[src/irqtu_pkg.sv]
package irqtu_pkg;
// ========================================
// Operation
// two status and two enable registers
// bit 7 selects set or clear
// event sets flag, enabled drives pin
// send done on entering end pattern
// receive done at stream end
// command done on return to idle
// one threshold sets both FIFO levels
// near full event at top level
// near empty event at bottom level
// fault event while error bits set
// card found in low-power detect mode
// frame start on start or subcarrier (code sets A_SOF from EVT_IN.rx_sof only)
// summary bit from enabled sources
// timer clock fast, slow or wake-up
// 16-bit counter, byte-wise reload
// wake-up timer on slow oscillator
// count readable, decrements per tick
// underflow sets enabled timer flag
// host sets and clears timer flags
// underflow stops or reloads
// apply-now with running starts/stops
// mode start bit starts timer
// pin high while enabled flag pending

    // ========================================
    // register map
    localparam int         ADDR_W       = 8;
    localparam logic [7:0] OFS_STAT_A   = 8'h00;
    localparam logic [7:0] OFS_STAT_B   = 8'h04;
    localparam logic [7:0] OFS_EN_A     = 8'h08;
    localparam logic [7:0] OFS_EN_B     = 8'h0c;
    localparam logic [7:0] OFS_DEV_STAT = 8'h10;
    localparam logic [7:0] OFS_TGCTRL   = 8'h14;
    localparam logic [7:0] OFS_THRESH   = 8'h18;
    localparam logic [7:0] OFS_TMR_BASE = 8'h20;
    localparam int         TMR_SHIFT    = 5;
    localparam logic [4:0] T_CTRL       = 5'h00;
    localparam logic [4:0] T_REL_HI     = 5'h04;
    localparam logic [4:0] T_REL_LO     = 5'h08;
    localparam logic [4:0] T_CNT_HI     = 5'h0c;
    localparam logic [4:0] T_CNT_LO     = 5'h10;

    // ========================================
    // fields
    localparam int NUM_TMR  = 5;
    localparam int WAKE_IDX = 4;
    localparam int FLAG_MSB = 6;
    localparam int SEL_BIT  = 7;
    localparam int A_SEND   = 0;
    localparam int A_RECV   = 1;
    localparam int A_CMD    = 2;
    localparam int A_FULL   = 3;
    localparam int A_EMPTY  = 4;
    localparam int A_FAULT  = 5;
    localparam int A_SOF    = 6;
    localparam int B_CARD   = 5;
    localparam int B_ANY    = 6;
    localparam int CT_SEL_LSB = 0;
    localparam int CT_SEL_MSB = 1;
    localparam int CT_RELOAD  = 2;
    localparam int CT_START   = 3;
    localparam int CT_RUN     = 4;
    localparam int CT_STOP    = 5;
    localparam int GC_RUN_LSB = 0;
    localparam int GC_APPLY_LSB = 4;
    localparam int DS_IRQ     = 0;
    localparam logic [7:0]  CT_KEEP_MASK = 8'h07;
    localparam logic [8:0]  THR_RST      = 9'h008;
    localparam logic [15:0] CNT_ZERO     = 16'h0000;
    localparam logic [15:0] CNT_ONE      = 16'h0001;

    // ========================================
    // types
    typedef enum logic [1:0] {
        IRQTU_CLK_FAST = 2'b00,
        IRQTU_CLK_SLOW = 2'b01,
        IRQTU_CLK_WAKE = 2'b10
    } irqtu_clk_sel_t;

    typedef enum logic {
        IRQTU_STOPPED  = 1'b0,
        IRQTU_COUNTING = 1'b1
    } irqtu_tstate_t;

    typedef struct packed {
        logic tx_eof_phase;
        logic rx_end;
        logic cmd_idle;
        logic rx_sof;
        logic card_seen;
        logic low_power_card_detect_mode;
    } irqtu_evt_t;
endpackage

[src/irqtu_core.sv]
// Local design decisions: the placing of the registers and the APB interface to the registers.
module irqtu_core
    import irqtu_pkg::*;
#(
    parameter int FIFO_DEPTH = 512
) (
    // clock and reset
    input  wire logic        CLOCK_IN,
    input  wire logic        SRST_IN,
    // apb slave
    input  wire logic        PSEL_IN,
    input  wire logic        PENABLE_IN,
    input  wire logic        PWRITE_IN,
    input  wire logic [7:0]  PADDR_IN,
    input  wire logic [31:0] PWDATA_IN,
    output logic      [31:0] PRDATA_OUT,
    output logic             PREADY_OUT,
    output logic             PSLVERR_OUT,
    // event sources
    input  wire irqtu_evt_t  EVT_IN,
    input  wire logic [9:0]  FIFO_LEVEL_IN,
    input  wire logic [7:0]  RX_ERROR_IN,
    // timer clock ticks
    input  wire logic        TICK_FAST_IN,
    input  wire logic        TICK_SLOW_IN,
    input  wire logic        OSC_TICK_IN,
    // status
    output logic             IRQ_OUT,
    output logic             NEAR_FULL_OUT,
    output logic             NEAR_EMPTY_OUT,
    output logic [4:0]       TMR_RUNNING_OUT
);

    localparam int LW = 10;

    if (FIFO_DEPTH < 2 || FIFO_DEPTH > 2 ** (LW - 1)) begin : g_chk
        $error("FIFO_DEPTH out of range");
    end

    // ========================================
    // state
    logic [6:0]    sa_reg;
    logic [6:0]    sb_reg;
    logic [6:0]    ea_reg;
    logic [6:0]    eb_reg;
    logic [8:0]    thr_reg;
    logic [7:0]    ctl_reg [NUM_TMR];
    logic [15:0]   rel_reg [NUM_TMR];
    logic [15:0]   cnt_reg [NUM_TMR];
    irqtu_tstate_t st_reg  [NUM_TMR];
    logic          wake_uf_reg;
    logic          irq_reg;
    logic          nf_reg;
    logic          ne_reg;
    logic          tx_prev_reg;
    logic          idle_prev_reg;
    logic [31:0]   rdata_reg;

    logic [31:0]   rd_next;
    logic          hit;
    logic          wr;
    logic [7:0]    wd;
    logic          tw_any;
    logic [2:0]    ti;
    logic [4:0]    tofs;
    logic [6:0]    set_a;
    logic [6:0]    set_b;
    logic          nf_c;
    logic          ne_c;
    logic          pend;
    logic [4:0]    run;
    logic [4:0]    tick;
    logic [4:0]    tstart;
    logic [4:0]    tstop;
    logic [4:0]    uf;

    // ========================================
    // helpers
    function automatic logic [6:0] set_clr(input logic [6:0] old,
                                           input logic [7:0] d);
        return d[SEL_BIT] ? (old | d[FLAG_MSB:0])
                          : (old & ~d[FLAG_MSB:0]);
    endfunction

    function automatic logic [2:0] tmr_idx(input logic [7:0] a);
        logic [7:0] r;
        r = a - OFS_TMR_BASE;
        return r[ADDR_W-1:TMR_SHIFT];
    endfunction

    function automatic logic is_tmr(input logic [7:0] a);
        return (a >= OFS_TMR_BASE) && (int'(tmr_idx(a)) < NUM_TMR);
    endfunction

    // ========================================
    // apb decode and read
    assign wr         = PSEL_IN & PENABLE_IN & PWRITE_IN;
    assign wd         = PWDATA_IN[7:0];
    assign ti         = tmr_idx(PADDR_IN);
    assign tofs       = PADDR_IN[TMR_SHIFT-1:0];
    assign tw_any     = wr & is_tmr(PADDR_IN);
    assign PREADY_OUT = 1'b1;
    assign PSLVERR_OUT = PSEL_IN & PENABLE_IN & ~hit;
    assign PRDATA_OUT = rdata_reg;

    always_comb begin
        rd_next = '0;
        hit     = 1'b1;
        case (PADDR_IN)
            OFS_STAT_A:   rd_next[6:0] = sa_reg;
            OFS_STAT_B:   rd_next[6:0] = sb_reg;
            OFS_EN_A:     rd_next[6:0] = ea_reg;
            OFS_EN_B:     rd_next[6:0] = eb_reg;
            OFS_DEV_STAT: rd_next[DS_IRQ] = irq_reg;
            // running readback
            OFS_TGCTRL:   rd_next[3:0] = run[3:0];
            OFS_THRESH:   rd_next[8:0] = thr_reg;
            default: begin
                if (is_tmr(PADDR_IN)) begin
                    // count bytes readable
                    case (tofs)
                        T_CTRL: begin
                            rd_next[7:0]   = ctl_reg[ti];
                            rd_next[CT_RUN] = run[ti];
                        end
                        T_REL_HI: rd_next[7:0] = rel_reg[ti][15:8];
                        T_REL_LO: rd_next[7:0] = rel_reg[ti][7:0];
                        T_CNT_HI: rd_next[7:0] = cnt_reg[ti][15:8];
                        T_CNT_LO: rd_next[7:0] = cnt_reg[ti][7:0];
                        default:  hit = 1'b0;
                    endcase
                end else begin
                    hit = 1'b0;
                end
            end
        endcase
    end

    always_ff @(posedge CLOCK_IN) begin
        if (SRST_IN) begin
            rdata_reg <= '0;
        end else if (PSEL_IN & ~PENABLE_IN) begin
            rdata_reg <= rd_next;
        end
    end

    // ========================================
    // event sources
    // one threshold, both levels
    assign nf_c = (11'(FIFO_LEVEL_IN) + 11'(thr_reg))
                  >= 11'(FIFO_DEPTH);
    assign ne_c = FIFO_LEVEL_IN <= LW'(thr_reg[7:0]);
    assign pend = |(sa_reg & ea_reg) | |(sb_reg & eb_reg);

    always_comb begin
        set_a = '0;
        set_b = '0;
        // send done entry
        set_a[A_SEND]  = EVT_IN.tx_eof_phase & ~tx_prev_reg;
        // receive done
        set_a[A_RECV]  = EVT_IN.rx_end;
        // idle return
        set_a[A_CMD]   = EVT_IN.cmd_idle & ~idle_prev_reg;
        // near full
        set_a[A_FULL]  = nf_c & ~nf_reg;
        // near empty
        set_a[A_EMPTY] = ne_c & ~ne_reg;
        // receive fault
        set_a[A_FAULT] = |RX_ERROR_IN;
        // frame start
        set_a[A_SOF]   = EVT_IN.rx_sof;
        // enabled underflow
        set_b[4:0]     = uf & eb_reg[4:0];
        // card found
        set_b[B_CARD]  = EVT_IN.card_seen & EVT_IN.low_power_card_detect_mode;
        // summary bit
        set_b[B_ANY]   = |(sa_reg & ea_reg)
                       | |(sb_reg[B_ANY-1:0] & eb_reg[B_ANY-1:0]);
    end

    always_ff @(posedge CLOCK_IN) begin
        if (SRST_IN) begin
            tx_prev_reg   <= 1'b0;
            idle_prev_reg <= 1'b0;
            nf_reg        <= 1'b0;
            ne_reg        <= 1'b0;
        end else begin
            tx_prev_reg   <= EVT_IN.tx_eof_phase;
            idle_prev_reg <= EVT_IN.cmd_idle;
            nf_reg        <= nf_c;
            ne_reg        <= ne_c;
        end
    end

    // ========================================
    // status, enable and threshold registers
    always_ff @(posedge CLOCK_IN) begin
        if (SRST_IN) begin
            sa_reg <= '0;
            sb_reg <= '0;
        end else begin
            // selector write, R3 set wins
            sa_reg <= (wr && PADDR_IN == OFS_STAT_A ?
                       set_clr(sa_reg, wd) : sa_reg) | set_a;
            // timer flags by host
            sb_reg <= (wr && PADDR_IN == OFS_STAT_B ?
                       set_clr(sb_reg, wd) : sb_reg) | set_b;
        end
    end

    always_ff @(posedge CLOCK_IN) begin
        if (SRST_IN) begin
            ea_reg  <= '0;
            eb_reg  <= '0;
            thr_reg <= THR_RST;
        end else if (wr) begin
            // enable pair
            if (PADDR_IN == OFS_EN_A) ea_reg <= set_clr(ea_reg, wd);
            if (PADDR_IN == OFS_EN_B) eb_reg <= set_clr(eb_reg, wd);
            if (PADDR_IN == OFS_THRESH) thr_reg <= PWDATA_IN[8:0];
        end
    end

    always_ff @(posedge CLOCK_IN) begin
        if (SRST_IN) begin
            irq_reg <= 1'b0;
        end else begin
            // pin follows pending
            irq_reg <= pend;
        end
    end

    assign IRQ_OUT        = irq_reg;
    assign NEAR_FULL_OUT  = nf_reg;
    assign NEAR_EMPTY_OUT = ne_reg;

    // ========================================
    // timers
    always_comb begin
        for (int i = 0; i < NUM_TMR; i++) begin
            run[i] = st_reg[i] == IRQTU_COUNTING;
            // tick select
            case (irqtu_clk_sel_t'(ctl_reg[i][CT_SEL_MSB:CT_SEL_LSB]))
                IRQTU_CLK_FAST: tick[i] = TICK_FAST_IN;
                IRQTU_CLK_SLOW: tick[i] = TICK_SLOW_IN;
                IRQTU_CLK_WAKE: tick[i] = wake_uf_reg;
                default:        tick[i] = 1'b0;
            endcase
            // wake-up tick source
            if (i == WAKE_IDX) tick[i] = OSC_TICK_IN;
            tstart[i] = 1'b0;
            tstop[i]  = 1'b0;
            // mode start bit
            if (tw_any && int'(ti) == i && tofs == T_CTRL) begin
                tstart[i] = wd[CT_START];
                tstop[i]  = wd[CT_STOP];
            end
            // apply-now start/stop
            if (wr && PADDR_IN == OFS_TGCTRL && i < WAKE_IDX
                && PWDATA_IN[GC_APPLY_LSB + i]) begin
                tstart[i] = PWDATA_IN[GC_RUN_LSB + i];
                tstop[i]  = ~PWDATA_IN[GC_RUN_LSB + i];
            end
            uf[i] = run[i] && tick[i] && cnt_reg[i] == CNT_ZERO;
        end
    end

    always_ff @(posedge CLOCK_IN) begin
        for (int i = 0; i < NUM_TMR; i++) begin
            if (SRST_IN) begin
                st_reg[i]  <= IRQTU_STOPPED;
                cnt_reg[i] <= CNT_ZERO;
            end else if (tstart[i]) begin
                st_reg[i]  <= IRQTU_COUNTING;
                cnt_reg[i] <= rel_reg[i];
            end else if (tstop[i]) begin
                st_reg[i]  <= IRQTU_STOPPED;
            end else begin
                case (st_reg[i])
                    IRQTU_COUNTING: begin
                        if (uf[i]) begin
                            // reload or stop
                            if (ctl_reg[i][CT_RELOAD]) begin
                                cnt_reg[i] <= rel_reg[i];
                            end else begin
                                st_reg[i] <= IRQTU_STOPPED;
                            end
                        end else if (tick[i]) begin
                            // decrement per tick
                            cnt_reg[i] <= cnt_reg[i] - CNT_ONE;
                        end
                    end
                    default: ;
                endcase
            end
        end
    end

    always_ff @(posedge CLOCK_IN) begin
        for (int i = 0; i < NUM_TMR; i++) begin
            if (SRST_IN) begin
                ctl_reg[i] <= '0;
                rel_reg[i] <= CNT_ZERO;
            end else if (tw_any && int'(ti) == i) begin
                // byte-wise reload
                case (tofs)
                    T_CTRL:   ctl_reg[i] <= wd & CT_KEEP_MASK;
                    T_REL_HI: rel_reg[i][15:8] <= wd;
                    T_REL_LO: rel_reg[i][7:0] <= wd;
                    default: ;
                endcase
            end
        end
    end

    always_ff @(posedge CLOCK_IN) begin
        if (SRST_IN) begin
            wake_uf_reg <= 1'b0;
        end else begin
            wake_uf_reg <= uf[WAKE_IDX];
        end
    end

    assign TMR_RUNNING_OUT = run;
endmodule

[config.mk]
export PLATFORM = sky130hd
export DESIGN_NAME = irqtu_core
export DESIGN_NICKNAME = d
export VERILOG_FILES = /design/src/irqtu_pkg.sv /design/src/irqtu_core.sv
export SDC_FILE = /design/constraint.sdc
export NUM_CORES = 1
export LEC_CHECK = 0
export BUFFER_PORTS_ARGS = -buffer_cell sky130_fd_sc_hd__buf_2
export CAP_MARGIN = 15
export CORE_ASPECT_RATIO = 1.1
export CORE_MARGIN = 2
export CORE_UTILIZATION = 40
export DETAILED_ROUTE_END_ITERATION = 16
export SLEW_MARGIN = 20
export SYNTH_ARGS = -nofsm -noshare
export SYNTH_HDL_FRONTEND = slang
export SYNTH_SLANG_ARGS = --single-unit
[constraint.sdc]
create_clock -name CLOCK_IN -period 5.69 [get_ports CLOCK_IN]
set_clock_uncertainty 0.05 [all_clocks]
set_input_delay 1.138 -clock CLOCK_IN [delete_from_list [all_inputs] [get_ports CLOCK_IN]]
set_output_delay 1.138 -clock CLOCK_IN [all_outputs]
set_load 0.01 [all_outputs]
==> flow_summary.toml, run 1 <==
[place]
place_congestion = 0.939
hpwlAfterDp_mm = 31.6
port_buffers = 66
pre_cts_ws_ns = 1.12
dp_cells = 1797

[cts]
cts_tree = "built"
ctsRootBufferMaster = "clkbuf_16"
ctsHoldBuffers = 0
cts_buffers = 25
clk_path_buf_depth = 3
cts.repair.resized = 0
cts.sinks = 232
clk_latency_ns = 0.54
post_cts_buffers = 0
clk_pin_slew_ns = 0.06
h-tree-depth = 1

[power_and_ir_drop]
ir_worst_vdd_mv = 0.189
power_density_nw_per_um2 = 260
p_leak_nw = 5.48

[sta]
timing.final.crit_share_pct = 78.6
setup_ws_ns = 1.22
tightestPinTransition_ns = 1.02
hold_viol_final = 0
fin_crit_ns = 4.47
rsz0062_at_grt = "no"
tns_ns = 0
timing.hold.ws_ns = 0.422
slew-limit-headroom_pct = 31.5
slew_viol_final = 0
max_freq_mhz = 224
finalSetupViolations = 0

[drt]
via_per_inst = 5.93
wirelength_mm = 43.2
ant_nets = 0
drc = 0
first_iter_violations = 1076
vias = 10900
drt_first_pass_iters = 5
wl_per_cell_um = 23.4

[die]
core_sq_um = 34300
initial_utilization_pct = 40.7
die_h_um = 200
die_area_sq_um = 36400
die_x_um = 182
row_count = 71
ios = 114

[critical_path]
path_class = "in -> out"
cp_max_fo = 28
crit_path_max_incr_delay_ns = 0.32
worstPathCellList = "buf_2, inv_1, ha_2, ha_1, buf_4, nand2b_1, a2bb2oi_2, a2111oi_2, buf_4, a211oi_1, buf_2"
required_ns = 4.50
cp-start-kind = "primary input"
r2r_setup_slack_ns = 2.57
end_kind = "output port"
worstPathArrival_ns = 3.29
crit_slowest_cell = "a211oi_1"

[yosys]
ys_async_sr_fraction_pct = 0
ys_seq_area_share_pct = 46.2
synth_cell_types = 86
synth_area_per_cell_sq_um = 10.3
synthTopCellsByArea = "edfxtp_1, dfxtp_1, nand2_1"
netlist_instances = 1357
synth_edf_count = 180
synth_flop_cell = "edfxtp_1"
ys.warnings.count = 0
ys_ff_latch = 232
synth_area_sq_um = 13900
netlist.top_cell.by_area = "edfxtp_1"
synth_top_area_share_pct = 38.8

[finish]
syn2layout_area_growth_pct = 9.25
nNetsFinal = 1491
layout.cells.non_filler = 1843
utilization_pct = 44.4
drive_gt1_share_pct = 13.3

[global_routing]
grt_max_degree = 52
grt_pass1_wl_mm = 64.5
track_usage_pct = 23.5
antenna_found_initial = 1
grt_pass1_vias = 10400
grt-ovfl-total = 0

[run_status]
outcome = "completed"

[flow_run]
maxCapViolations = 0

[worst_hold_path]
hold_class = "reg -> reg"
[cells in the mapped netlist, types with 32 or more instances]
library cell	number
a21oi_1	63
and2_1	76
buf_4	32
clkbuf_1	42
dfxtp_1	52
edfxtp_1	180
ha_1	32
inv_1	32
mux2i_1	47
nand2_1	166
nand3_1	41
nor2_1	96
o21ai_0	38
o2bb2ai_1	51
xnor2_1	39
[through the flow]
step	power [mW]	area (sq um)
finish	3.97	15200
global route	4.08	15200
CTS	3.98	15200
detailed placement	2.45	14500
global placement	2.45	14500
floorplan	2.29	14000
[where the power goes]
part	switching [mW]	internal (mW)
Sequential	0.0837	1.90
Clock	0.691	0.848
Combinational	0.285	0.157
[area by class of cell]
cell class / instances / area, sq um
well taps: 438 / 548
flip-flops and latches: 232 / 6450
multi-input cells: 1012 / 6910
fillers: 3307 / 19100
inverters: 32 / 120
diodes: 1 / 2.50
repair buffers: 83 / 458
clock buffers: 33 / 687
clock inverters: 12 / 63.8
[path summary, 6_finish.rpt]
kind | cells after the start | to | startpoint
worst max-delay path | 11 | PSLVERR_OUT | PADDR_IN[6]
worst max register to register | 4 | cnt_reg[0][1]$_DFFE_PP_ | cnt_reg[0][4]$_DFFE_PP_
worst min register to register | 2 | PRDATA_OUT[8]$_SDFFE_PP0P_ | PRDATA_OUT[8]$_SDFFE_PP0P_
worst min-delay path | 2 | PRDATA_OUT[8]$_SDFFE_PP0P_ | PRDATA_OUT[8]$_SDFFE_PP0P_
[critical path, delay by kind of cell]
family	cells	cell delay, ns
AO/OA/AOI/OAI	3	0.70
adder cells (fa/ha/maj)	2	0.44
buffers and inverters	5	0.89
AND/OR/NAND/NOR	1	0.11
[placed cells by master, fill, tap and decap left out, drive strengths merged, types with 39 or more instances in the layout]
cell type	Yosys	layout
edfxtp	180	180
nand2	166	166
nor2	98	98
buf	60	83
and2	77	77
a21oi	64	64
o2bb2ai	62	62
dfxtp	52	52
o21ai	51	51
mux2i	47	47
nand3	41	41
xnor2	39	39
[logic make-up (layout without fill, tap and decap cells)]
family / count (synthesis) / after routing / synth area share (%)
AO/OA/AOI/OAI: 279 / 279 / 14.4
adder cells (fa/ha/maj): 33 / 33 / 3.02
flip-flops: 232 / 232 / 46.2
buffers and inverters: 135 / 160 / 4.88
XOR/XNOR: 64 / 64 / 4.02
multiplexers: 88 / 88 / 8.49
AND/OR/NAND/NOR: 524 / 524 / 18.9
other: 2 / 25 / 0.0539
[metal layers]
layer | routed length, um | part of all wire, % | track usage [%]
met3 | 3130 | 7.2 | 2.49
met5 | 0 | 0 | 0
met4 | 1740 | 4.0 | 10.0
met2 | 20800 | 48 | 40.2
met1 | 17500 | 41 | 30.7
Note: power is estimated with default switching activity, not from simulation.
==> run 2, diff against run 1 <==
==> constraint.sdc (replaced) <==
create_clock -name CLOCK_IN -period 3.59 [get_ports CLOCK_IN]
set_clock_uncertainty 0.05 [all_clocks]
set_input_delay 0.718 -clock CLOCK_IN [delete_from_list [all_inputs] [get_ports CLOCK_IN]]
set_output_delay 0.718 -clock CLOCK_IN [all_outputs]
set_load 0.01 [all_outputs]
==> flow_summary.toml, run 2 (same netlist as run 1, synthesis figures left out) <==
[sta]
tightestPinTransition_ns = 0.866
timing.final.crit_share_pct = 92.8
slew_viol_final = 0
timing.hold.ws_ns = 0.316
setup_ws_ns = 0.260
fin_crit_ns = 3.33
slew-limit-headroom_pct = 42.2
finalSetupViolations = 0
hold_viol_final = 0
rsz0062_at_grt = "no"
tns_ns = 0
max_freq_mhz = 300

[die]
initial_utilization_pct = 40.7
row_count = 71
die_h_um = 200
die_area_sq_um = 36400
die_x_um = 182
ios = 114
core_sq_um = 34300

[drt]
via_per_inst = 5.93
drt_first_pass_iters = 5
wl_per_cell_um = 23.4
drc = 0
wirelength_mm = 44.2
ant_nets = 0
vias = 11200
first_iter_violations = 1228

[place]
port_buffers = 66
hpwlAfterDp_mm = 32.3
place_congestion = 0.963
pre_cts_ws_ns = 0.166

[cts]
cts_buffers = 27
ctsRootBufferMaster = "clkbuf_16"
ctsHoldBuffers = 0
cts_tree = "built"
cts.repair.resized = 0
h-tree-depth = 1
clk_path_buf_depth = 3
clk_pin_slew_ns = 0.06
cts.sinks = 232
clk_latency_ns = 0.57
post_cts_buffers = 0

[finish]
layout_common_cells = "edfxtp_1, nand2_1, nor2_1, and2_1, buf_2"
syn2layout_area_growth_pct = 13.3
drive_gt1_share_pct = 16.7
nNetsFinal = 1535
final_common_cell = "edfxtp_1"
antenna_cells = 0
utilization_pct = 46.1

[global_routing]
grt_pass1_wl_mm = 65.4
grt_pass1_vias = 10700
antenna_found_initial = 0
grt_max_degree = 52
track_usage_pct = 23.9
grt-ovfl-total = 0

[worst_hold_path]
min_from = "FIFO_LEVEL_IN[8]"
hold_class = "in -> reg"

[run_status]
outcome = "completed"

[critical_path]
required_ns = 2.82
end_kind = "output port"
worstPathArrival_ns = 2.56
cp-start-kind = "primary input"
regToRegStartpoint = "cnt_reg[3][5]$_DFFE_PP_"
path_class = "in -> out"
cp_max_fo = 8
critPathLaunch = "PADDR_IN[6]"

[power_and_ir_drop]
ir_worst_vdd_mv = 0.382
power_mw = 6.85
power_density_nw_per_um2 = 434
p_leak_nw = 5.81

[flow_run]
maxCapViolations = 0
## run 2: changes by cell type in the layout (fill, tap and decap cells not counted), moves of 2 or more
cell,change
bufinv_16,+4
clkinv_4,+2
clkbuf_1,-3
buf_12,+2
o21ai_2,+2
clkinv_1,-3
o21ai_1,-8
o21ai_0,+6
buf_4,+40
clkbuf_16,+2
## run 2: report_power, final
part / switching (mW) / internal [mW]
Clock: 1.22 / 1.75
Combinational: 0.464 / 0.273
Sequential: 0.134 / 3.01
## run 2: final timing paths
check | cells past startpoint | end | slack, ns
min | 2 | NEAR_EMPTY_OUT$_SDFF_PP0_ | 0.32
max | 9 | PSLVERR_OUT | 0.26
max reg2reg | 5 | cnt_reg[3][2]$_DFFE_PP_ | 0.57
min reg2reg | 2 | PRDATA_OUT[8]$_SDFFE_PP0P_ | 0.43
## run 2: area by class of cell
type                    count  area (sq um)
inverters                  32           120
fillers                  3228         18500
clock inverters            18           229
multi-input cells        1012          6930
clock buffers              32           726
well taps                 438           548
flip-flops and latches    232          6450
repair buffers            125           798
## run 2: per-stage QoR
| stage | area, sq um | std cells |
|---|---|---|
| after floorplan | 14100 | 1379 |
| after global placement | 14800 | 1839 |
| after detailed placement | 14800 | 1839 |
| after CTS | 15800 | 1889 |
| after global routing | 15800 | 1889 |
| final | 15800 | 1889 |
## run 2: routing by layer
metal / up-vias / wire length (um) / track usage (%)
met5: - / 34 / 1.07
met1: 5442 / 17700 / 30.2
met3: 126 / 3240 / 3.56
li1: 5116 / - / -
met4: 2 / 2510 / 12.5
met2: 509 / 20800 / 39.9
## run 2: critical path, cell delays in order
cell and delay [ns]:
buf_2 0.14, inv_1 0.09, ha_2 0.18, ha_1 0.44, nand2b_1 0.12, a2bb2oi_2 0.31
a2111oi_4 0.11, a211oi_1 0.28, buf_2 0.18
==> run 3, diff against run 2 <==
--- a/config.mk
+++ b/config.mk
@@ -11,6 +11,7 @@
 export CORE_MARGIN = 2
 export CORE_UTILIZATION = 40
 export DETAILED_ROUTE_END_ITERATION = 16
+export PLACE_DENSITY = 0.56
 export SLEW_MARGIN = 20
 export SYNTH_ARGS = -nofsm -noshare
 export SYNTH_HDL_FRONTEND = slang
==> flow_summary.toml, run 3 (same netlist as run 1, synthesis figures left out) <==
[run_status]
outcome = "completed"

[sta]
slew-limit-headroom_pct = 40.3
fin_crit_ns = 3.32
tns_ns = 0
rsz0062_at_grt = "no"
hold_viol_final = 0
timing.final.crit_share_pct = 92.4
max_freq_mhz = 301
slew_viol_final = 0
timing.hold.ws_ns = 0.350
tightestPinTransition_ns = 0.887
finalSetupViolations = 0

[drt]
first_iter_violations = 1053
drc = 0
via_per_inst = 5.82
vias = 11000
wl_per_cell_um = 23.5
wirelength_mm = 44.4
ant_nets = 0
drt_first_pass_iters = 7

[worst_hold_path]
hold_class = "in -> reg"

[critical_path]
r2r_setup_slack_ns = 0.47
cp-start-kind = "primary input"
path_class = "in -> out"
worstPathArrival_ns = 2.55
cp_max_fo = 8
end_kind = "output port"
required_ns = 2.82

[finish]
nNetsFinal = 1538
syn2layout_area_growth_pct = 12.4
final_common_cell = "edfxtp_1"
drive_gt1_share_pct = 16.0
layout_common_cells = "edfxtp_1, nand2_1, nor2_1, and2_1, buf_2"

[cts]
post_cts_buffers = 0
h-tree-depth = 1
ctsHoldBuffers = 0
cts_buffers = 26
clk_latency_ns = 0.55
clk_path_buf_depth = 3
cts.repair.resized = 0
cts_tree = "built"
ctsRootBufferMaster = "clkbuf_16"
cts.sinks = 232
clk_pin_slew_ns = 0.06

[global_routing]
grt_max_degree = 54
grt-ovfl-total = 0
track_usage_pct = 24.5
grt_pass1_vias = 10700
antenna_found_initial = 1
grt_pass1_wl_mm = 66.5

[flow_run]
maxCapViolations = 0

[die]
die_x_um = 182
die_area_sq_um = 36400
ios = 114
row_count = 71
core_sq_um = 34300
die_h_um = 200
initial_utilization_pct = 40.7

[place]
hpwlAfterDp_mm = 33.0
place_congestion = 0.935
port_buffers = 66

[power_and_ir_drop]
p_leak_nw = 5.74
power_density_nw_per_um2 = 408
ir_worst_vdd_mv = 0.349
run 3: area by class of cell:
cell class | instances | area (sq um)
Antenna cell | 1 | 2.50
Clock buffer | 39 | 741
Clock inverter | 8 | 33.8
Fill cell | 3214 | 18600
Inverter | 32 | 120
Multi-Input combinational cell | 1012 | 6930
Sequential cell | 232 | 6450
Tap cell | 438 | 548
Timing Repair Buffer | 129 | 853
run 3: final timing paths:
kind                              startpoint                          to  cells past startpoint
hold / removal                     EVT_IN[4]        sa_reg[1]$_SDFF_PP0_                      3
setup reg to reg     cnt_reg[3][5]$_DFFE_PP_     cnt_reg[3][2]$_DFFE_PP_                      5
setup / recovery                 PADDR_IN[5]                 PSLVERR_OUT                      9
hold reg to reg   PRDATA_OUT[8]$_SDFFE_PP0P_  PRDATA_OUT[8]$_SDFFE_PP0P_                      2
run 3: metal layers:
layer  GRT usage [%]  vias to the layer above  part of all wire, %
li1                -                     5140                    -
met1            32.9                     5347                   42
met2            40.8                      429                   47
met3            3.08                       91                  7.0
met4            9.26                        0                  3.8
met5               0                        -                    0
run 3: stage by stage:
stage / power, mW / std cells / utilization, % / cell area [sq um] / setup slack (ns)
2_1_floorplan: 3.64 / 1379 / - / 14100 / 0.0173
3_3_place_gp: 3.92 / 1843 / 43.5 / 14900 / 0.175
3_5_place_dp: 3.93 / 1843 / 43.5 / 14900 / 0.0990
4_1_cts: 6.42 / 1890 / 45.7 / 15700 / 0.283
5_1_grt: 6.60 / 1890 / 45.7 / 15700 / 0.199
6_report: 6.39 / 1891 / 45.7 / 15700 / 0.272
run 3: critical path, stage by stage:
cell and delay [ns]:
buf_2 0.12, inv_1 0.09, ha_2 0.19, ha_1 0.48, nand2b_1 0.12, a2bb2oi_2 0.33
a2111oi_4 0.10, a211oi_1 0.22, buf_2 0.17
run 3: report_power, final:
group	switching, mW	internal [mW]
Combinational	0.460	0.277
Clock	1.09	1.41
Sequential	0.137	3.01
Total	1.69	4.70
